$ cat src/design/irq_unit_consts.vh
`ifndef IRQ_UNIT_CONSTS_VH
`define IRQ_UNIT_CONSTS_VH

// ------------------------------------------------------------
// Vectors
// ------------------------------------------------------------
`define VEC_REMOTE  13'h0004
`define VEC_TIMER   13'h0003
`define VEC_VSYNC   13'h0002
`define VEC_SERIAL  13'h0001

// ------------------------------------------------------------
// Source bit positions in the flag vectors
// ------------------------------------------------------------
`define SRC_SERIAL  0
`define SRC_VSYNC   1
`define SRC_TIMER   2
`define SRC_REMOTE  3
`define SRC_COUNT   4

// ------------------------------------------------------------
// Stack geometry and reset values
// ------------------------------------------------------------
`define RAS_DEPTH   6
`define ISTK_DEPTH  2
`define SP_RESET    3'h6
`define PC_WIDTH    13

`endif

$ cat src/design/return_address_stack.v
`timescale 1ns/1ns
// ------------------------------------------------------------
// Return address stack memory, registered read
// ------------------------------------------------------------
module return_address_stack #(
  parameter DEPTH = 6,
  parameter WIDTH = 13,
  parameter AW    = 3
) (
  input  wire             clk,
  input  wire             we,
  input  wire [AW-1:0]    waddr,
  input  wire [WIDTH-1:0] wdata,
  input  wire [AW-1:0]    raddr,
  output reg  [WIDTH-1:0] rdata_q
);
  reg [WIDTH-1:0] mem [0:DEPTH-1];

  always @(posedge clk)
  begin
    if (we)
    begin
      mem[waddr] <= wdata;
    end
    rdata_q <= mem[raddr];
  end
endmodule

$ cat src/design/edge_select_sync.v
`timescale 1ns/1ns
// ------------------------------------------------------------
// Pin synchroniser with selectable edge detect
// ------------------------------------------------------------
module edge_select_sync (
  input  wire clk,
  input  wire sys_rst,
  input  wire pin,
  input  wire rise_sel,
  output reg  edge_q
);
  reg s1_q;
  reg s2_q;
  reg s3_q;

  // s1 feeds only s2
  always @(posedge clk or posedge sys_rst)
  begin
    if (sys_rst)
    begin
      s1_q   <= 1'b0;
      s2_q   <= 1'b0;
      s3_q   <= 1'b0;
      edge_q <= 1'b0;
    end
    else
    begin
      s1_q   <= pin;
      s2_q   <= s1_q;
      s3_q   <= s2_q;
      edge_q <= rise_sel ? (s2_q & ~s3_q) : (~s2_q & s3_q);
    end
  end
endmodule

$ cat src/design/vectored_interrupt_unit.v
// Operation
// - Remote-control pin edge selectable, rising or falling.
// - Request flag sets on source request, clears on its acceptance.
// - Software write of 1 to a request flag acts as a request.
// - Request flag holds until accepted or software writes 0.
// - Acceptance clears only the accepted source's request flag.
// - Request flags cleared by power-on, clock-stop and chip-enable reset.
// - Active request needs permission and request; both read/writable.
// - Permission flags cleared by power-on, clock-stop, chip-enable reset.
// - Vectors: remote 04H, timer 03H, vsync 02H, serial 01H.
// - Global enable low means no acceptance.
// - Enable instruction takes effect after the following instruction.
// - Disable instruction clears global enable in its own cycle.
// - Acceptance clears the global enable flip-flop.
// - Repeated enable or disable leaves the flip-flop unchanged.
// - Global enable cleared by power-on, clock-stop, chip-enable reset.
// - Acceptance decrements stack pointer, then stores PC at new entry.
// - Return loads PC from entry at pointer, then increments pointer.
// - Acceptance pushes bank and index-enable, then clears both copies.
// - Interrupt stack holds two levels of bank and index-enable.
// - Return restores bank and index-enable from interrupt stack top.
// - Priority: DMA, remote pin, timer, vsync pin, serial last.
// - Flag clear, vector and PC save happen in one interrupt cycle.
// - Request flags set regardless of global enable and permission.
// - Only bank bits 1:0 and index-enable are saved.
`timescale 1ns/1ns
`include "irq_unit_consts.vh"
module vectored_interrupt_unit #(
  parameter PCW = `PC_WIDTH
) (
  input  wire           clk,
  input  wire           sys_rst,
  input  wire           instr_step,
  input  wire           clock_stop_exec,
  input  wire           chip_enable_reset,
  input  wire           remote_ctrl_input,
  input  wire           remote_rise_sel,
  input  wire           timer_req,
  input  wire           vsync_req,
  input  wire           serial_req,
  input  wire           dma_pending,
  input  wire           enable_irq_instruction,
  input  wire           disable_irq_instruction,
  input  wire           return_from_irq_instruction,
  input  wire [PCW-1:0] pc_current,
  input  wire [1:0]     bank_in,
  input  wire           index_enable_in,
  input  wire           req_wr,
  input  wire [3:0]     req_wdata,
  input  wire           perm_wr,
  input  wire [3:0]     perm_wdata,
  output reg  [3:0]     source_request_flag,
  output reg  [3:0]     source_permission_flag,
  output reg            global_irq_enable_ff,
  output reg            irq_cycle_q,
  output reg  [PCW-1:0] pc_load_q,
  output reg            pc_load_valid_q,
  output reg  [1:0]     bank_q,
  output reg            index_enable_flag,
  output reg            sysreg_load_q,
  output reg  [2:0]     sp_q,
  output reg  [1:0]     istk_level_q
);

  // ------------------------------------------------------------
  // Functions
  // ------------------------------------------------------------
  // Highest priority active source as a one-hot grant
  function [3:0] pick;
    input [3:0] act;
    begin
      if (act[`SRC_REMOTE])
        pick = 4'h8;
      else if (act[`SRC_TIMER])
        pick = 4'h4;
      else if (act[`SRC_VSYNC])
        pick = 4'h2;
      else if (act[`SRC_SERIAL])
        pick = 4'h1;
      else
        pick = 4'h0;
    end
  endfunction

  function [PCW-1:0] vec_of;
    input [3:0] g;
    begin
      case (g)
        4'h8:    vec_of = `VEC_REMOTE;
        4'h4:    vec_of = `VEC_TIMER;
        4'h2:    vec_of = `VEC_VSYNC;
        default: vec_of = `VEC_SERIAL;
      endcase
    end
  endfunction

  // ------------------------------------------------------------
  // Requests and acceptance
  // ------------------------------------------------------------
  wire       remote_edge;
  wire       soft_clr;
  wire [3:0] hw_req;
  wire [3:0] active;
  wire [3:0] grant;
  wire       accept;
  wire [2:0] sp_dec;
  wire [PCW-1:0] ras_rdata;

  edge_select_sync u_remote (
    .clk      (clk),
    .sys_rst  (sys_rst),
    .pin      (remote_ctrl_input),
    .rise_sel (remote_rise_sel),
    .edge_q   (remote_edge)
  );

  // Clock stop and chip-enable reset act as synchronous clears
  assign soft_clr = clock_stop_exec | chip_enable_reset;
  assign hw_req   = {remote_edge, timer_req, vsync_req, serial_req};
  assign active   = source_request_flag & source_permission_flag;
  // DMA outranks every source, so it holds acceptance off
  assign grant    = pick(active);
  assign accept   = instr_step & global_irq_enable_ff & (|active)
                    & ~dma_pending & ~irq_cycle_q;
  assign sp_dec   = sp_q - 3'h1;

  // ------------------------------------------------------------
  // Flags
  // ------------------------------------------------------------
  always @(posedge clk or posedge sys_rst)
  begin
    if (sys_rst)
    begin
      source_request_flag    <= 4'h0;
      source_permission_flag <= 4'h0;
    end
    else if (soft_clr)
    begin
      source_request_flag    <= 4'h0;
      source_permission_flag <= 4'h0;
    end
    else
    begin
      // A write of 1 is a request; new requests win over acceptance and write-0 clears
      source_request_flag <=
        (req_wr ? req_wdata : source_request_flag & ~(accept ? grant :
        4'h0)) | hw_req;
      if (perm_wr)
      begin
        source_permission_flag <= perm_wdata;
      end
    end
  end

  // ------------------------------------------------------------
  // Global enable
  // ------------------------------------------------------------
  reg en_pend_q;
  reg en_arm_q;

  always @(posedge clk or posedge sys_rst)
  begin
    if (sys_rst)
    begin
      global_irq_enable_ff <= 1'b0;
      en_pend_q            <= 1'b0;
      en_arm_q             <= 1'b0;
    end
    else if (soft_clr)
    begin
      global_irq_enable_ff <= 1'b0;
      en_pend_q            <= 1'b0;
      en_arm_q             <= 1'b0;
    end
    else if (disable_irq_instruction | accept)
    begin
      // Disable also cancels an enable still in flight
      global_irq_enable_ff <= 1'b0;
      en_pend_q            <= 1'b0;
      en_arm_q             <= 1'b0;
    end
    else if (instr_step)
    begin
      if (en_arm_q)
      begin
        global_irq_enable_ff <= 1'b1;
        en_arm_q             <= 1'b0;
      end
      en_pend_q <= 1'b0;
      // An enable pulse on the boundary ends its own instruction here
      if (en_pend_q | enable_irq_instruction)
      begin
        en_arm_q <= 1'b1;
      end
    end
    else if (enable_irq_instruction)
    begin
      en_pend_q <= 1'b1;
    end
  end

  // ------------------------------------------------------------
  // Return address stack
  // ------------------------------------------------------------
  reg       ret_pend_q;
  reg [2:0] ras_raddr;

  always @*
  begin
    ras_raddr = sp_q;
  end

  return_address_stack #(
    .DEPTH (`RAS_DEPTH),
    .WIDTH (PCW),
    .AW    (3)
  ) u_ras (
    .clk     (clk),
    .we      (accept),
    .waddr   (sp_dec),
    .wdata   (pc_current),
    .raddr   (ras_raddr),
    .rdata_q (ras_rdata)
  );

  // ------------------------------------------------------------
  // Interrupt stack
  // ------------------------------------------------------------
  reg [2:0] istk_q [0:`ISTK_DEPTH-1];
  wire      do_ret;

  // The interrupt cycle takes the slot, so a colliding return is dropped
  assign do_ret = return_from_irq_instruction & ~ret_pend_q & ~accept;

  always @(posedge clk or posedge sys_rst)
  begin
    if (sys_rst)
    begin
      istk_q[0]    <= 3'h0;
      istk_q[1]    <= 3'h0;
      istk_level_q <= 2'h0;
    end
    else if (accept)
    begin
      // Push; a third level overwrites the oldest
      istk_q[1]    <= istk_q[0];
      istk_q[0]    <= {bank_in, index_enable_in};
      if (istk_level_q != 2'h2)
        istk_level_q <= istk_level_q + 2'h1;
    end
    else if (do_ret)
    begin
      istk_q[0] <= istk_q[1];
      if (istk_level_q != 2'h0)
        istk_level_q <= istk_level_q - 2'h1;
    end
  end

  // ------------------------------------------------------------
  // Sequencer outputs
  // ------------------------------------------------------------
  always @(posedge clk or posedge sys_rst)
  begin
    if (sys_rst)
    begin
      sp_q              <= `SP_RESET;
      irq_cycle_q       <= 1'b0;
      pc_load_q         <= {PCW{1'b0}};
      pc_load_valid_q   <= 1'b0;
      bank_q            <= 2'h0;
      index_enable_flag <= 1'b0;
      sysreg_load_q     <= 1'b0;
      ret_pend_q        <= 1'b0;
    end
    else
    begin
      irq_cycle_q     <= accept;
      pc_load_valid_q <= 1'b0;
      sysreg_load_q   <= 1'b0;
      ret_pend_q      <= do_ret;
      if (accept)
      begin
        sp_q              <= sp_dec;
        pc_load_q         <= vec_of(grant);
        pc_load_valid_q   <= 1'b1;
        bank_q            <= 2'h0;
        index_enable_flag <= 1'b0;
        sysreg_load_q     <= 1'b1;
      end
      else if (do_ret)
      begin
        bank_q            <= istk_q[0][2:1];
        index_enable_flag <= istk_q[0][0];
        sysreg_load_q     <= 1'b1;
      end
      else if (ret_pend_q)
      begin
        // Memory read is registered, so the PC arrives a cycle later
        pc_load_q       <= ras_rdata;
        pc_load_valid_q <= 1'b1;
        sp_q            <= sp_q + 3'h1;
      end
    end
  end
endmodule

$ cat config.mk
export PLATFORM = sky130hd
export DESIGN_NAME = vectored_interrupt_unit
export DESIGN_NICKNAME = d
export VERILOG_FILES = /design/src/design/return_address_stack.v /design/src/design/edge_select_sync.v /design/src/design/vectored_interrupt_unit.v
export VERILOG_INCLUDE_DIRS = /design/src /design/src/design
export SDC_FILE = /design/constraint.sdc
export NUM_CORES = 1
export LEC_CHECK = 0
export BUFFER_PORTS_ARGS = -buffer_cell sky130_fd_sc_hd__buf_4
export CAP_MARGIN = 20
export CORE_ASPECT_RATIO = 0.6
export CORE_MARGIN = 2
export CORE_UTILIZATION = 55
export CTS_CLUSTER_DIAMETER = 40
export DETAILED_ROUTE_END_ITERATION = 7
export GPL_TIMING_DRIVEN = 1
export MAX_ROUTING_LAYER = met4
export PLACE_DENSITY = 0.77
export SLEW_MARGIN = 20
export SYNTH_ARGS = -nofsm -noshare
export SYNTH_HDL_FRONTEND = slang
export SYNTH_SLANG_ARGS = --single-unit
$ cat constraint.sdc
create_clock -name clk -period 3.1 [get_ports clk]
set_input_delay 0.465 -clock clk [delete_from_list [all_inputs] [get_ports clk]]
set_output_delay 0.465 -clock clk [all_outputs]
set_load 0.005 [all_outputs]
Yosys cells after proc, flatten, opt, wreduce, memory -nomap -nowiden:

Memories as Yosys holds them, arrays and structs flattened. A register that Yosys moved wholly into a read port is not among the register bits.
Cells that the tools add are included.

* memory bits (writable): 78
* input bits: 40
* output and inout bits: 33
* word-level logic and storage cells: 110
* register bits: 46
* memories kept: 1

* mux-type cells: 46
* bitwise logic cells: 21
* reductions and logical operators: 12
* add/sub/neg operators: 4
* eq/ne operators: 6

Memory list
* u_ras.mem: words 6, bits a word 13, read ports 1, clocked after memory_dff 1, wr ports 1, RTL line return_address_stack.v:17 `reg [WIDTH-1:0] mem [0:DEPTH-1];`

Operators with widths (number)
* 13-bit 2-to-1 mux: 3
* 4-bit 2-to-1 mux: 6
* 1-bit 2-to-1 mux: 23
* 3-bit 2-to-1 mux: 6
* 2-bit 2-to-1 mux: 7
* 2-bit nonzero test: 5
* 3-bit case mux with 3 select lines: 1
* 1-bit AND: 8
* 4-bit AND: 2
* 1-bit NOT: 6
* 3-bit nonzero test: 2
* 4-bit by 2-bit equality test with 1-bit output (second input constant): 1
* 4-bit by 3-bit equality test with 1-bit output (second input constant): 1
* 4-bit equality test (second input constant): 1
* 2-bit != test (second input constant): 2
* 4-bit NOT: 1
* 4-bit OR: 1
* 2-bit AND reduction: 2
* 4-bit nonzero test: 1
* 4-bit OR reduction: 1
* 3-bit by 1-bit adder with 3-bit output (second input constant): 1
* 1-bit OR: 3
* 3-bit AND reduction: 1
* 3-bit by 1-bit subtractor with 3-bit output (second input constant): 1
* 3 further kinds: 3

Logic depth before layout (Yosys ltp):

Gate-level depths: netlist of the first run.

* word-level depth: 11
* depth in mapped cells: 7
* depth with buffers taken out: 6

Cells and area by module:

A second synthesis of the first run with hierarchy kept.

* cell total of the unflattened synthesis: 355
* area, all modules: 5322.6 um^2

Modules (own cells, without submodules)
* return_address_stack: sequential area each 2602.5 um^2, times used 1, area each 3316.9 um^2, cells an instance 176
* vectored_interrupt_unit: sequential area each 1053.5 um^2, times used 1, area each 1879.3 um^2, cells an instance 171
* edge_select_sync: sequential area each 100.1 um^2, times used 1, area each 126.4 um^2, cells an instance 8

Least setup slack after synthesis of the first run:

Ideal clock, no wire load.

* path type: reg-to-reg
* from: reg sp_q[1]
* to: mem u_ras.mem[5][0], enable pin
* buffers on the path: 1
* data arrival time: 2.484 ns
* cell stages (with the launch flop): 7
* period minus slack after synthesis: 2.888 ns
* slack: 0.212 ns
* setup time: 0.404 ns
* required time: 2.696 ns
* cell sequence: dfstp_2 -> buf_2 -> inv_1 -> ha_1 -> xor2_1 -> inv_1 -> a211oi_1

* word-level cells in the longest chain between the ends: 1

RTL lines
* start, declared: RTL line vectored_interrupt_unit.v:61 `output reg [2:0] sp_q,`
* start signal, assigned: RTL line vectored_interrupt_unit.v:266 `` sp_q <= `SP_RESET; ``
* start signal, assigned: RTL line vectored_interrupt_unit.v:283 `sp_q <= sp_dec;`
* start signal, assigned: RTL line vectored_interrupt_unit.v:301 `sp_q <= sp_q + 3'h1;`
* 3-bit by 1-bit subtractor with 3-bit output: RTL line vectored_interrupt_unit.v:125 `assign sp_dec = sp_q - 3'h1;`
* end, declared: RTL line return_address_stack.v:17

Every way passes these cells.

Worst setup path after layout of the first run:

* from: reg irq_cycle_q
* to: mem u_ras.mem[3][11], enable pin

* word-level cells in the longest chain between the ends: 4

RTL lines
* start, declared: RTL line vectored_interrupt_unit.v:55 `output reg irq_cycle_q,`
* start signal, assigned: RTL line vectored_interrupt_unit.v:277 `irq_cycle_q <= accept;`
* 1-bit NOT: RTL line vectored_interrupt_unit.v:124 `& ~dma_pending & ~irq_cycle_q;`
* 1-bit AND: RTL line vectored_interrupt_unit.v:124
* 1-bit 2-to-1 mux: RTL line return_address_stack.v:21 `if (we)`
* 1-bit 2-to-1 mux (not written as such): RTL line return_address_stack.v:23 `mem[waddr] <= wdata;`

Every way passes these cells.

==> results.md, run 1 <==
* H-Tree Depth at 4
* Crit. End Element: flip-flop
* Multi-input logic area at 0.001396 sq mm
* Post-CTS Setup Bufs at 0
* Crit path max fanout at 43
* Register area share after synthesis at 71.46%
* Fraction of layout cells with a size suffix above 1 at 35.10%
* Critical Path Start Type: flip-flop
* Total wire length at 10340 microns
* Vias per inst at 5.352
* Overflow after GRT at 0
* Initial antenna violation count at 0
* Pin count of the biggest net entering global routing at 47
* Post-CTS sizing at 0
* Gr usage total at 22.17%
* Final Hold Violating Endpoints at 0
* Drt wl/cell at 18.36 microns
* CP max-delay cell: buf_4
* Setup violations, final at 0
* Period minus WS final at 2294 ps
* DRC violation count after routing at 0
* Mapped Avg Cell Area at 15.88 sq um
* Routed Antenna Nets at 0
* Fin nets at 462
* DIE HEIGHT at 79.73 microns
* Worst EP arrival at 2410 ps
* Starting Density at 56.99%
* Stages on the worst setup path at 5
* Worst-case clock buffer depth at 2
* Post-Syn Nets at 373
* Worst VDD drop at 0.6417 mV
* Via Count at 3013
* Dominant cell type by area after synthesis: edfxtp_1
* Yosys top cell area share at 44.56%
* Layout area overhead at 27.30%
* WP buf/inv at 2
* Sequential Area at 0.003757 sq mm
* Setup TNS at 0 ps
* Slew Viols, Final at 0
* Clock skew at 9.125 ps
* Iter 0 DRT Violations at 180
* Pwr Density at 841.9 mW/mm^2
* Hold Crit Depth at 1
* 1st-pass router iterations at 4
* I/O pins at 73
* Final worst-path cycle share at 74.00%
* Peak per-stage delay on the critical path at 410 ps
* Max-Cap Viols at 0
* First-pass GRT wire length at 15810 microns
* Num Clock Sinks at 137
* Chip width at 130.2 microns
* Hold Path Class: primary input to flip-flop
* Design Power at 5.633 mW
* Reg clk slew, reported paths at 60 ps
* Core Region at 0.009223 sq mm
* Critical path, cell by cell: and4bb_4 > a21boi_4 > buf_4 > nor4b_2 > buf_4
* Inserted Diodes at 0
* Syn Inst Count at 331
* Crit path kind: flip-flop to flip-flop
* RSZ-0062 raised after global routing: no
* CTS tree: yes
* Status: completed
* Synth top area cells: edfxtp_1 (45%), dfrtp_1 (21%), mux2i_1 (6.9%), mux4_2 (5.6%), dfxtp_1 (5.0%)
* Routability congestion estimate at 0.8259
* Worst Tran Pin Value at 798.9 ps
* Die footprint at 0.01038 sq mm
* DPL Wire Length at 6458 microns
* Fmax at 0.4359 GHz
* Site Rows at 27
* Number of fill cells at 586
* Post-Syn Area at 0.005256 sq mm
* Port Buffer Count at 72
* Total of warnings raised by yosys at 0
* Reg2Reg Depth at 5
* Post-synthesis cell type count at 44
* Cell area after layout at 0.006691 sq mm
* Vias in the first global route at 2986
* CP dominant cell by count: buf_4
* Lkg Pwr at 2.733 nW
* Number of synthesized register bits at 137
* Family with the most delay on the worst path: simple AND/OR/NAND/NOR gates
* Critical Path RT at 3220 ps
* CTS Buf Count at 17
* Relative slew margins at 46.68%
* Root buf cell: clkbuf_16
* Hold Buf Count CTS at 0
* Skew-Pair Late Insertion Delay at 420 ps
* Post-DP Area at 0.005981 sq mm
==> sequential cells by signal (all words and copies together) (netlist names), 2 cells and up <==
| name | flops |
|---|---|
| bank_q | 2 |
| istk_level_q | 2 |
| istk_q | 6 |
| pc_load_q | 13 |
| source_permission_flag | 4 |
| source_request_flag | 4 |
| sp_q | 3 |
| u_ras.mem | 78 |
| u_ras.rdata_q | 13 |
==> final cells by class <==
cell class                 instances  area share, %
sequential                       137          56.15
timing repair buffer              86          9.648
clock inverter                     4         0.7853
tap                              130          2.431
clock buffer                      28          9.817
multi-input combinational        173          20.87
inverter                           5         0.2992
==> layout by cell type (no fill, tap or decap), drive strengths merged, types with 4 or more instances in the layout <==
cell type / Yosys / routed
a21oi: 24 / 24
buf: 14 / 86
clkbuf: 2 / 28
clkinv: 0 / 4
dfrtp: 44 / 44
dfxtp: 13 / 13
edfxtp: 78 / 78
inv: 5 / 4
mux2: 4 / 4
mux2i: 36 / 36
mux4: 13 / 13
nand2: 12 / 12
nand3: 4 / 4
nor2: 37 / 37
nor3: 5 / 5
o21ai: 6 / 6
==> stage by stage <==
step                      std cells  util (%)  hold WS [ps]  setup slack, ps
after global placement          531     64.85         336.7            767.8
after global routing            563     72.55         137.7            708.1
final                           563     72.55         154.5            805.9
after detailed placement        531     64.85         341.1            683.4
after floorplan                 331         -         331.2            212.0
after CTS                       563     72.54         137.5            826.5
==> routing by layer <==
metal | global-route usage (%) | wire length (microns) | up-vias
met2 | 33.35 | 5006 | 62
li1 | - | - | 1412
met1 | 29.04 | 4774 | 1523
met4 | 8.817 | 175 | 0
met5 | - | 0 | -
met3 | 6.300 | 382 | 16
==> cell families (layout without fill, tap and decap cells) <==
kind of cell | Yosys count | after routing | share of synthesized area (%)
buffers and inverters | 21 | 123 | 2.166
AO/OA/AOI/OAI | 40 | 40 | 4.904
flip-flops | 137 | 137 | 71.46
multiplexers | 53 | 53 | 13.28
adder cells (fa/ha/maj) | 2 | 2 | 0.4760
AND/OR/NAND/NOR | 75 | 75 | 7.213
XOR/XNOR | 3 | 3 | 0.5000
==> synth_stat cells, drive strengths merged <==
| master | number |
|---|---|
| a2111o | 1 |
| a211oi | 3 |
| a21boi | 1 |
| a21o | 1 |
| a21oi | 24 |
| a22oi | 2 |
| and2 | 1 |
| and3 | 1 |
| and4bb | 1 |
| buf | 14 |
| clkbuf | 2 |
| dfrtp | 44 |
| dfstp | 2 |
| dfxtp | 13 |
| edfxtp | 78 |
| ha | 2 |
| inv | 5 |
| mux2 | 4 |
| mux2i | 36 |
| mux4 | 13 |
| nand2 | 12 |
| nand2b | 2 |
| nand3 | 4 |
| nand3b | 3 |
| nand4 | 2 |
| nor2 | 37 |
| nor2b | 1 |
| nor3 | 5 |
| nor3b | 1 |
| nor4b | 1 |
| o21ai | 6 |
| o22ai | 1 |
| o31ai | 1 |
| or2 | 2 |
| or3 | 1 |
| or3b | 1 |
| xnor2 | 2 |
| xor2 | 1 |
==> path summary, 6_finish.rpt <==
path	startpoint	endpoint	slack [ps]
max reg2reg	irq_cycle_q	u_ras.mem[3][11]	810
max in group asynchronous	sys_rst	sp_q[0]	2390
min in group asynchronous	sys_rst	istk_q[0]	180
max	irq_cycle_q	u_ras.mem[3][11]	810
min reg2reg	u_remote.s1_q	u_remote.s2_q	350
min	remote_ctrl_input	u_remote.s1_q	150
==> report_power, final <==
part,total (mW),internal (mW),switching [mW]
logic,1.11,0.531,0.582
registers,2.24,2.15,0.0925
clock network,2.28,1.54,0.745
Power figures use the tool's default switching activity.
==> run 2, diff against run 1 <==
--- a/config.mk
+++ b/config.mk
@@ -6,16 +6,17 @@
 export SDC_FILE = /design/constraint.sdc
 export NUM_CORES = 1
 export LEC_CHECK = 0
+export ABC_AREA = 1
 export BUFFER_PORTS_ARGS = -buffer_cell sky130_fd_sc_hd__buf_4
 export CAP_MARGIN = 20
 export CORE_ASPECT_RATIO = 0.6
 export CORE_MARGIN = 2
-export CORE_UTILIZATION = 55
+export CORE_UTILIZATION = 51
 export CTS_CLUSTER_DIAMETER = 40
 export DETAILED_ROUTE_END_ITERATION = 7
 export GPL_TIMING_DRIVEN = 1
 export MAX_ROUTING_LAYER = met4
-export PLACE_DENSITY = 0.77
+export PLACE_DENSITY = 0.75
 export SLEW_MARGIN = 20
 export SYNTH_ARGS = -nofsm -noshare
 export SYNTH_HDL_FRONTEND = slang
==> constraint.sdc (replaced) <==
create_clock -name clk -period 2.1 [get_ports clk]
set_input_delay 0.315 -clock clk [delete_from_list [all_inputs] [get_ports clk]]
set_output_delay 0.315 -clock clk [all_outputs]
set_load 0.005 [all_outputs]
==> run 2 against run 1 <==
Against the previous run: sequential share of layout area decreased by 1.2 points; combinational power increased by 79%; cell area increased by 2.2%; non-clock buffer count increased by 4; utilization decreased by 7.1 points; routed wire length increased by 15%; largest cell class unchanged.
==> results.md, run 2 <==
* Worst Tran Pin Value at 580.3 ps
* Port Buffer Count at 72
* CTS Buf Count at 17
* Vias per inst at 5.369
* DRC violation count after routing at 0
* Design Power at 8.250 mW
* Drt wl/cell at 16.37 microns
* RSZ-0062 raised after global routing: no
* Largest register FFs at 78
* Lkg Pwr at 2.942 nW
* Crit path kind: flip-flop to flip-flop
* Most common cell after layout, fill and taps aside: buf_4
* Starting Density at 51.65%
* DIE HEIGHT at 83.69 microns
* Setup TNS at 0 ps
* Yosys top cell area share at 43.39%
* Register area share after synthesis at 69.59%
* Critical Path Start Type: flip-flop
* Routed Antenna Nets at 0
* Clock skew at 6.654 ps
* Site Rows at 29
* Relative slew margins at 61.31%
* Initial antenna violation count at 0
* Compound-Gate Fraction of Synth Area at 11.10%
* Crit path max fanout at 13
* Gr usage total at 23.15%
* CTS tree: yes
* Fmax at 0.5404 GHz
* Overflow after GRT at 0
* Total wire length at 11900 microns
* Synth Flop Type: edfxtp_1
* Skew-Pair Late Insertion Delay at 420 ps
* I/O pins at 73
* Top reg by flops: u_ras.mem
* Syn Inst Count at 487
* Total of warnings raised by yosys at 0
* Final worst-path cycle share at 88.12%
* Synth top area cells: edfxtp_1 (43%), dfrtp_1 (20%), nand2_1 (5.8%), dfxtp_1 (4.8%), o21ai_0 (4.7%)
* Status: completed
* Post-Synth XOR/XNOR Area at 0.1623%
* Inserted Diodes at 0
* Routability congestion estimate at 0.8607
* Hold Path Class: primary input to asynchronous set/reset pin
* Post-synth ARST share at 33.58%
* Root buf cell: clkbuf_16
* Cell area after layout at 0.006835 sq mm
* Core Region at 0.01045 sq mm
* Adder-cell share of the synthesized area at 0.4636%
* Chip width at 136.8 microns
* Slew Viols, Final at 0
* Post-DP Area at 0.006197 sq mm
* Final Hold Violating Endpoints at 0
* Post-Syn Area at 0.005398 sq mm
* WHS at 46.55 ps
* First-pass GRT wire length at 19090 microns
* Critical Path RT at 2210 ps
* Period minus WS final at 1850 ps
* Num Clock Sinks at 137
* H-Tree Depth at 4
* Fraction of layout cells with a size suffix above 1 at 25.17%
* Fin nets at 617
* Via Count at 3903
* Pwr Density at 1207 mW/mm^2
* Setup violations, final at 0
* Max-Cap Viols at 0
* Worst VDD drop at 0.9699 mV
* Pin count of the biggest net entering global routing at 59
* Mapped Avg Cell Area at 11.08 sq um
* Most common cell in the netlist: nand2_1
* Commonest cells post-synth: nand2_1 (84), edfxtp_1 (78), nor2_1 (54), o21ai_0 (51), dfrtp_1 (44)
* Worst-case clock buffer depth at 2
* Vias in the first global route at 3652
* 1st-pass router iterations at 5
* Iter 0 DRT Violations at 328
* Crit. End Element: flip-flop
* Most frequent cells in the layout: buf_4 (87), nand2_1 (81), edfxtp_1 (78), nor2_1 (54), o21ai_0 (51)
* Dominant cell type by area after synthesis: edfxtp_1
* Post-Syn Nets at 529
* Post-synth EDFFs at 78
* Reg clk slew, reported paths at 60 ps
* DPL Wire Length at 7832 microns
* Largest family of logic cells by synthesized area: simple AND/OR/NAND/NOR gates
* Post-synthesis cell type count at 28
* Number of fill cells at 770
* Simple-gate share of the synthesized area at 13.49%
* Worst EP arrival at 1960 ps
* Die footprint at 0.01145 sq mm
* Number of synthesized register bits at 137
* Layout area overhead at 26.63%
* Post-synthesis mux area share at 0%
* Regs by FF count: u_ras.mem: 78 flops, pc_load_q: 13 flops, u_ras.rdata_q: 13 flops
[run 2: logic make-up (layout without fill, tap and decap cells)]
| kind of cell | count (synthesis) | in the layout |
|---|---|---|
| fa+ha+maj | 2 | 2 |
| flops | 137 | 137 |
| buf+inv | 63 | 164 |
| compound gates | 113 | 113 |
| simple gates | 171 | 171 |
| xor+xnor | 1 | 1 |
[run 2: power by group]
group	switching [mW]	internal (mW)	leakage, nW
Combinational	1.25	0.749	1.26
Sequential	0.144	3.16	1.40
Clock	1.09	1.86	0.284
[run 2: worst max-delay path: stages, from the launching register on]
cell     delay [ps]
dfstp_2         540
inv_2            40
ha_2            170
or2_4           230
nand2_4         110
nand2_4          80
nor3_4          120
buf_4           250
[run 2: stage by stage]
step | cells | utilization [%] | setup WS, ps
finish | 727 | 65.41 | 249.5
CTS | 725 | 65.03 | 54.83
floorplan | 487 | - | 4.079
global route | 727 | 65.41 | 171.3
detailed placement | 692 | 59.30 | 65.09
global placement | 692 | 59.30 | 145.1
[run 2: repair_timing]
item / CTS / global route
hold buffers: 1 / 0
setup buffers: 0 / 2
endpoints found under the hold margin: 1 / 0
setup endpoints to repair: 0 / 26
resized for setup: 0 / 0
[run 2: worst paths after layout]
| path | start | to | slack [ps] | depth (start not counted) |
|---|---|---|---|---|
| hold reg to reg | u_remote.s1_q | u_remote.s2_q | 350 | 0 |
| setup reg to reg | sp_q[1] | u_ras.mem[2][3] | 250 | 7 |
| max in group asynchronous | sys_rst | pc_load_q[3] | 1650 | 3 |
| setup / recovery | sp_q[1] | u_ras.mem[2][3] | 250 | 7 |
| hold / removal | sys_rst | pc_load_q[7] | 50 | 3 |
| min in group clk | pc_current[8] | u_ras.mem[0][8] | 120 | 1 |
[run 2: cell type report]
class                      count  area, sq um  share of cell area, %
tap                          139        173.9                  2.544
clock inverter                12        151.4                  2.215
clock buffer                  20        436.7                  6.388
sequential                   137         3756                  54.95
inverter                      42        157.7                  2.306
multi-input combinational    287         1456                  21.31
timing repair buffer          90        703.2                  10.29
[run 2: metal layers]
metal	vias to the layer above	global-route usage, %	routed length [microns]	share of wire, %
met5	-	-	0	0
met4	0	9.841	269	2.3
met3	28	6.375	779	6.5
met2	146	31.95	5437	46
met1	1900	32.42	5417	46
li1	1829	-	-	-
==> run 3, diff against run 2 <==
--- a/config.mk
+++ b/config.mk
@@ -9,7 +9,6 @@
 export ABC_AREA = 1
 export BUFFER_PORTS_ARGS = -buffer_cell sky130_fd_sc_hd__buf_4
 export CAP_MARGIN = 20
-export CORE_ASPECT_RATIO = 0.6
 export CORE_MARGIN = 2
 export CORE_UTILIZATION = 51
 export CTS_CLUSTER_DIAMETER = 40
==> run 3 against run 2 <==
Against the previous run: sequential power barely moved; global-route usage decreased by 0.10 points; power rose by 0.28%; hold slack lost 12 ps; clock skew is 2.0 ps higher; routed wire length rose by 1.1%; critical path depth unchanged.
==> results.md, run 3 (same netlist as run 2, synthesis figures left out) <==
* Status: completed
* Chip width at 106.9 microns
* Final worst-path cycle share at 91.51%
* Fraction of layout cells with a size suffix above 1 at 24.87%
* Worst VDD drop at 0.5870 mV
* GR Util met1 at 29.19%
* First-pass GRT wire length at 18800 microns
* Post-DP Area at 0.006186 sq mm
* Sequential Area at 0.003756 sq mm
* Routed Antenna Nets at 0
* Port Buffer Count at 72
* Met3 Usage GRT at 6.444%
* GR Util met2 at 36.99%
* I/O pins at 73
* Number of fill cells at 774
* Skew-Pair Late Insertion Delay at 520 ps
* Drt wl/cell at 16.64 microns
* Layout area overhead at 26.10%
* Reg power frac at 39.7%
* Pin count of the biggest net entering global routing at 59
* Reg clk slew, reported paths at 60 ps
* 1st-pass router iterations at 5
* Hold Path Class: primary input to flip-flop
* Multi-input logic area at 0.001456 sq mm
* DPL Wire Length at 8172 microns
* Largest register FFs at 78
* Setup violations, final at 0
* CTS tree: yes
* Inserted Diodes at 0
* Crit. End Element: flip-flop
* Critical Path Start Type: flip-flop
* Worst EP arrival at 2140 ps
* Post-CTS Setup Bufs at 0
* Lkg Pwr at 2.935 nW
* Sw Pwr at 2.572 mW
* Total wire length at 12030 microns
* Initial antenna violation count at 0
* Worst Tran Pin Value at 585.2 ps
* Starting Density at 52.52%
* Final Hold Violating Endpoints at 0
* Iter 0 DRT Violations at 369
* Top reg by flops: u_ras.mem
* Pint at 5.702 mW
* Crit path kind: flip-flop to flip-flop
* RSZ-0062 raised after global routing: no
* Clock skew at 8.635 ps
* WHS at 34.82 ps
* DIE HEIGHT at 106.9 microns
* Fin nets at 616
* Gr usage total at 23.05%
* Fmax at 0.5204 GHz
* Critical Path RT at 2320 ps
* Pwr Density at 1216 mW/mm^2
* Most common cell after layout, fill and taps aside: buf_4
* Root buf cell: clkbuf_8
* Die footprint at 0.01142 sq mm
* Num Clock Sinks at 137
* Period minus WS final at 1922 ps
* Routability congestion estimate at 0.8937
* Cell area after layout at 0.006807 sq mm
* Sw Ratio at 31.09%
* Core Region at 0.01028 sq mm
* Slew Viols, Final at 0
* Max-Cap Viols at 0
* Vias per inst at 5.248
* CTS Buf Count at 17
* Site Rows at 37
* Regs by FF count: u_ras.mem: 78 flops, pc_load_q: 13 flops, u_ras.rdata_q: 13 flops
* H-Tree Depth at 4
* GR peak layer: met2
* Relative slew margins at 60.84%
* Most frequent cells in the layout: buf_4 (86), nand2_1 (81), edfxtp_1 (78), nor2_1 (54), o21ai_0 (51)
* Crit path max fanout at 14
* Overflow after GRT at 0
* DRC violation count after routing at 0
* Worst-case clock buffer depth at 2
* Clk network pwr share at 35.7%
* Via Count at 3794
* Logic pwr share at 24.5%
* Vias in the first global route at 3662
* Setup TNS at 0 ps
run 3: metrics by stage:
stage | setup WS [ps] | instances | power (mW) | utilization [%]
floorplan | 4.079 | 487 | 4.635 | -
global placement | 262.0 | 688 | 5.257 | 60.19
detailed placement | 198.9 | 688 | 5.332 | 60.19
CTS | 183.9 | 723 | 8.289 | 66.23
global route | 117.8 | 723 | 8.667 | 66.23
finish | 178.2 | 723 | 8.273 | 66.23
run 3: critical path: stages (launching register included):
cell and delay [ps]:
dfstp_2 540, inv_2 110, ha_2 200, or2_4 240, nand2_4 110, nand2_4 80, nor3_4 100, buf_4 240
run 3: metal layers:
layer  share of wire [%]  up-vias
li1                    -     1826
met3                 6.9       10
met5                   0        -
met2                  50      135
met4                0.78        0
met1                  43     1823
run 3: area by class of cell:
| cell class | count | share of cell area [%] |
|---|---|---|
| sequential | 137 | 55.18 |
| multi-input combinational | 287 | 21.40 |
| timing repair buffer | 89 | 9.926 |
| clock buffer | 18 | 6.140 |
| clock inverter | 14 | 2.537 |
| tap | 136 | 2.500 |
| inverter | 42 | 2.316 |
run 3: path summary, 6_finish.rpt:
kind | startpoint | endpoint | slack (ps) | depth (start not counted)
min | pc_current[8] | u_ras.mem[1][8] | 30 | 1
min reg2reg | u_remote.s1_q | u_remote.s2_q | 350 | 0
max reg2reg | sp_q[1] | u_ras.mem[1][3] | 180 | 7
max | sp_q[1] | u_ras.mem[1][3] | 180 | 7
max in group asynchronous | sys_rst | sp_q[0] | 1210 | 4
min in group asynchronous | sys_rst | u_remote.s3_q | 500 | 4
run 3: power by group through the flow:
stage	clock (mW)	sequential (mW)	combinational, mW
after CTS	2.98	3.29	2.02
after global placement	0	3.33	1.93
after floorplan	0	3.35	1.28
after detailed placement	0	3.34	1.99
final	2.96	3.29	2.03
after global routing	3.13	3.32	2.22
run 3: what timing repair did:
item                                    CTS  global route
hold buffers                              3             0
endpoints found under the setup margin    0             0
gates resized for setup                   0             0
endpoints found under the hold margin    47             0
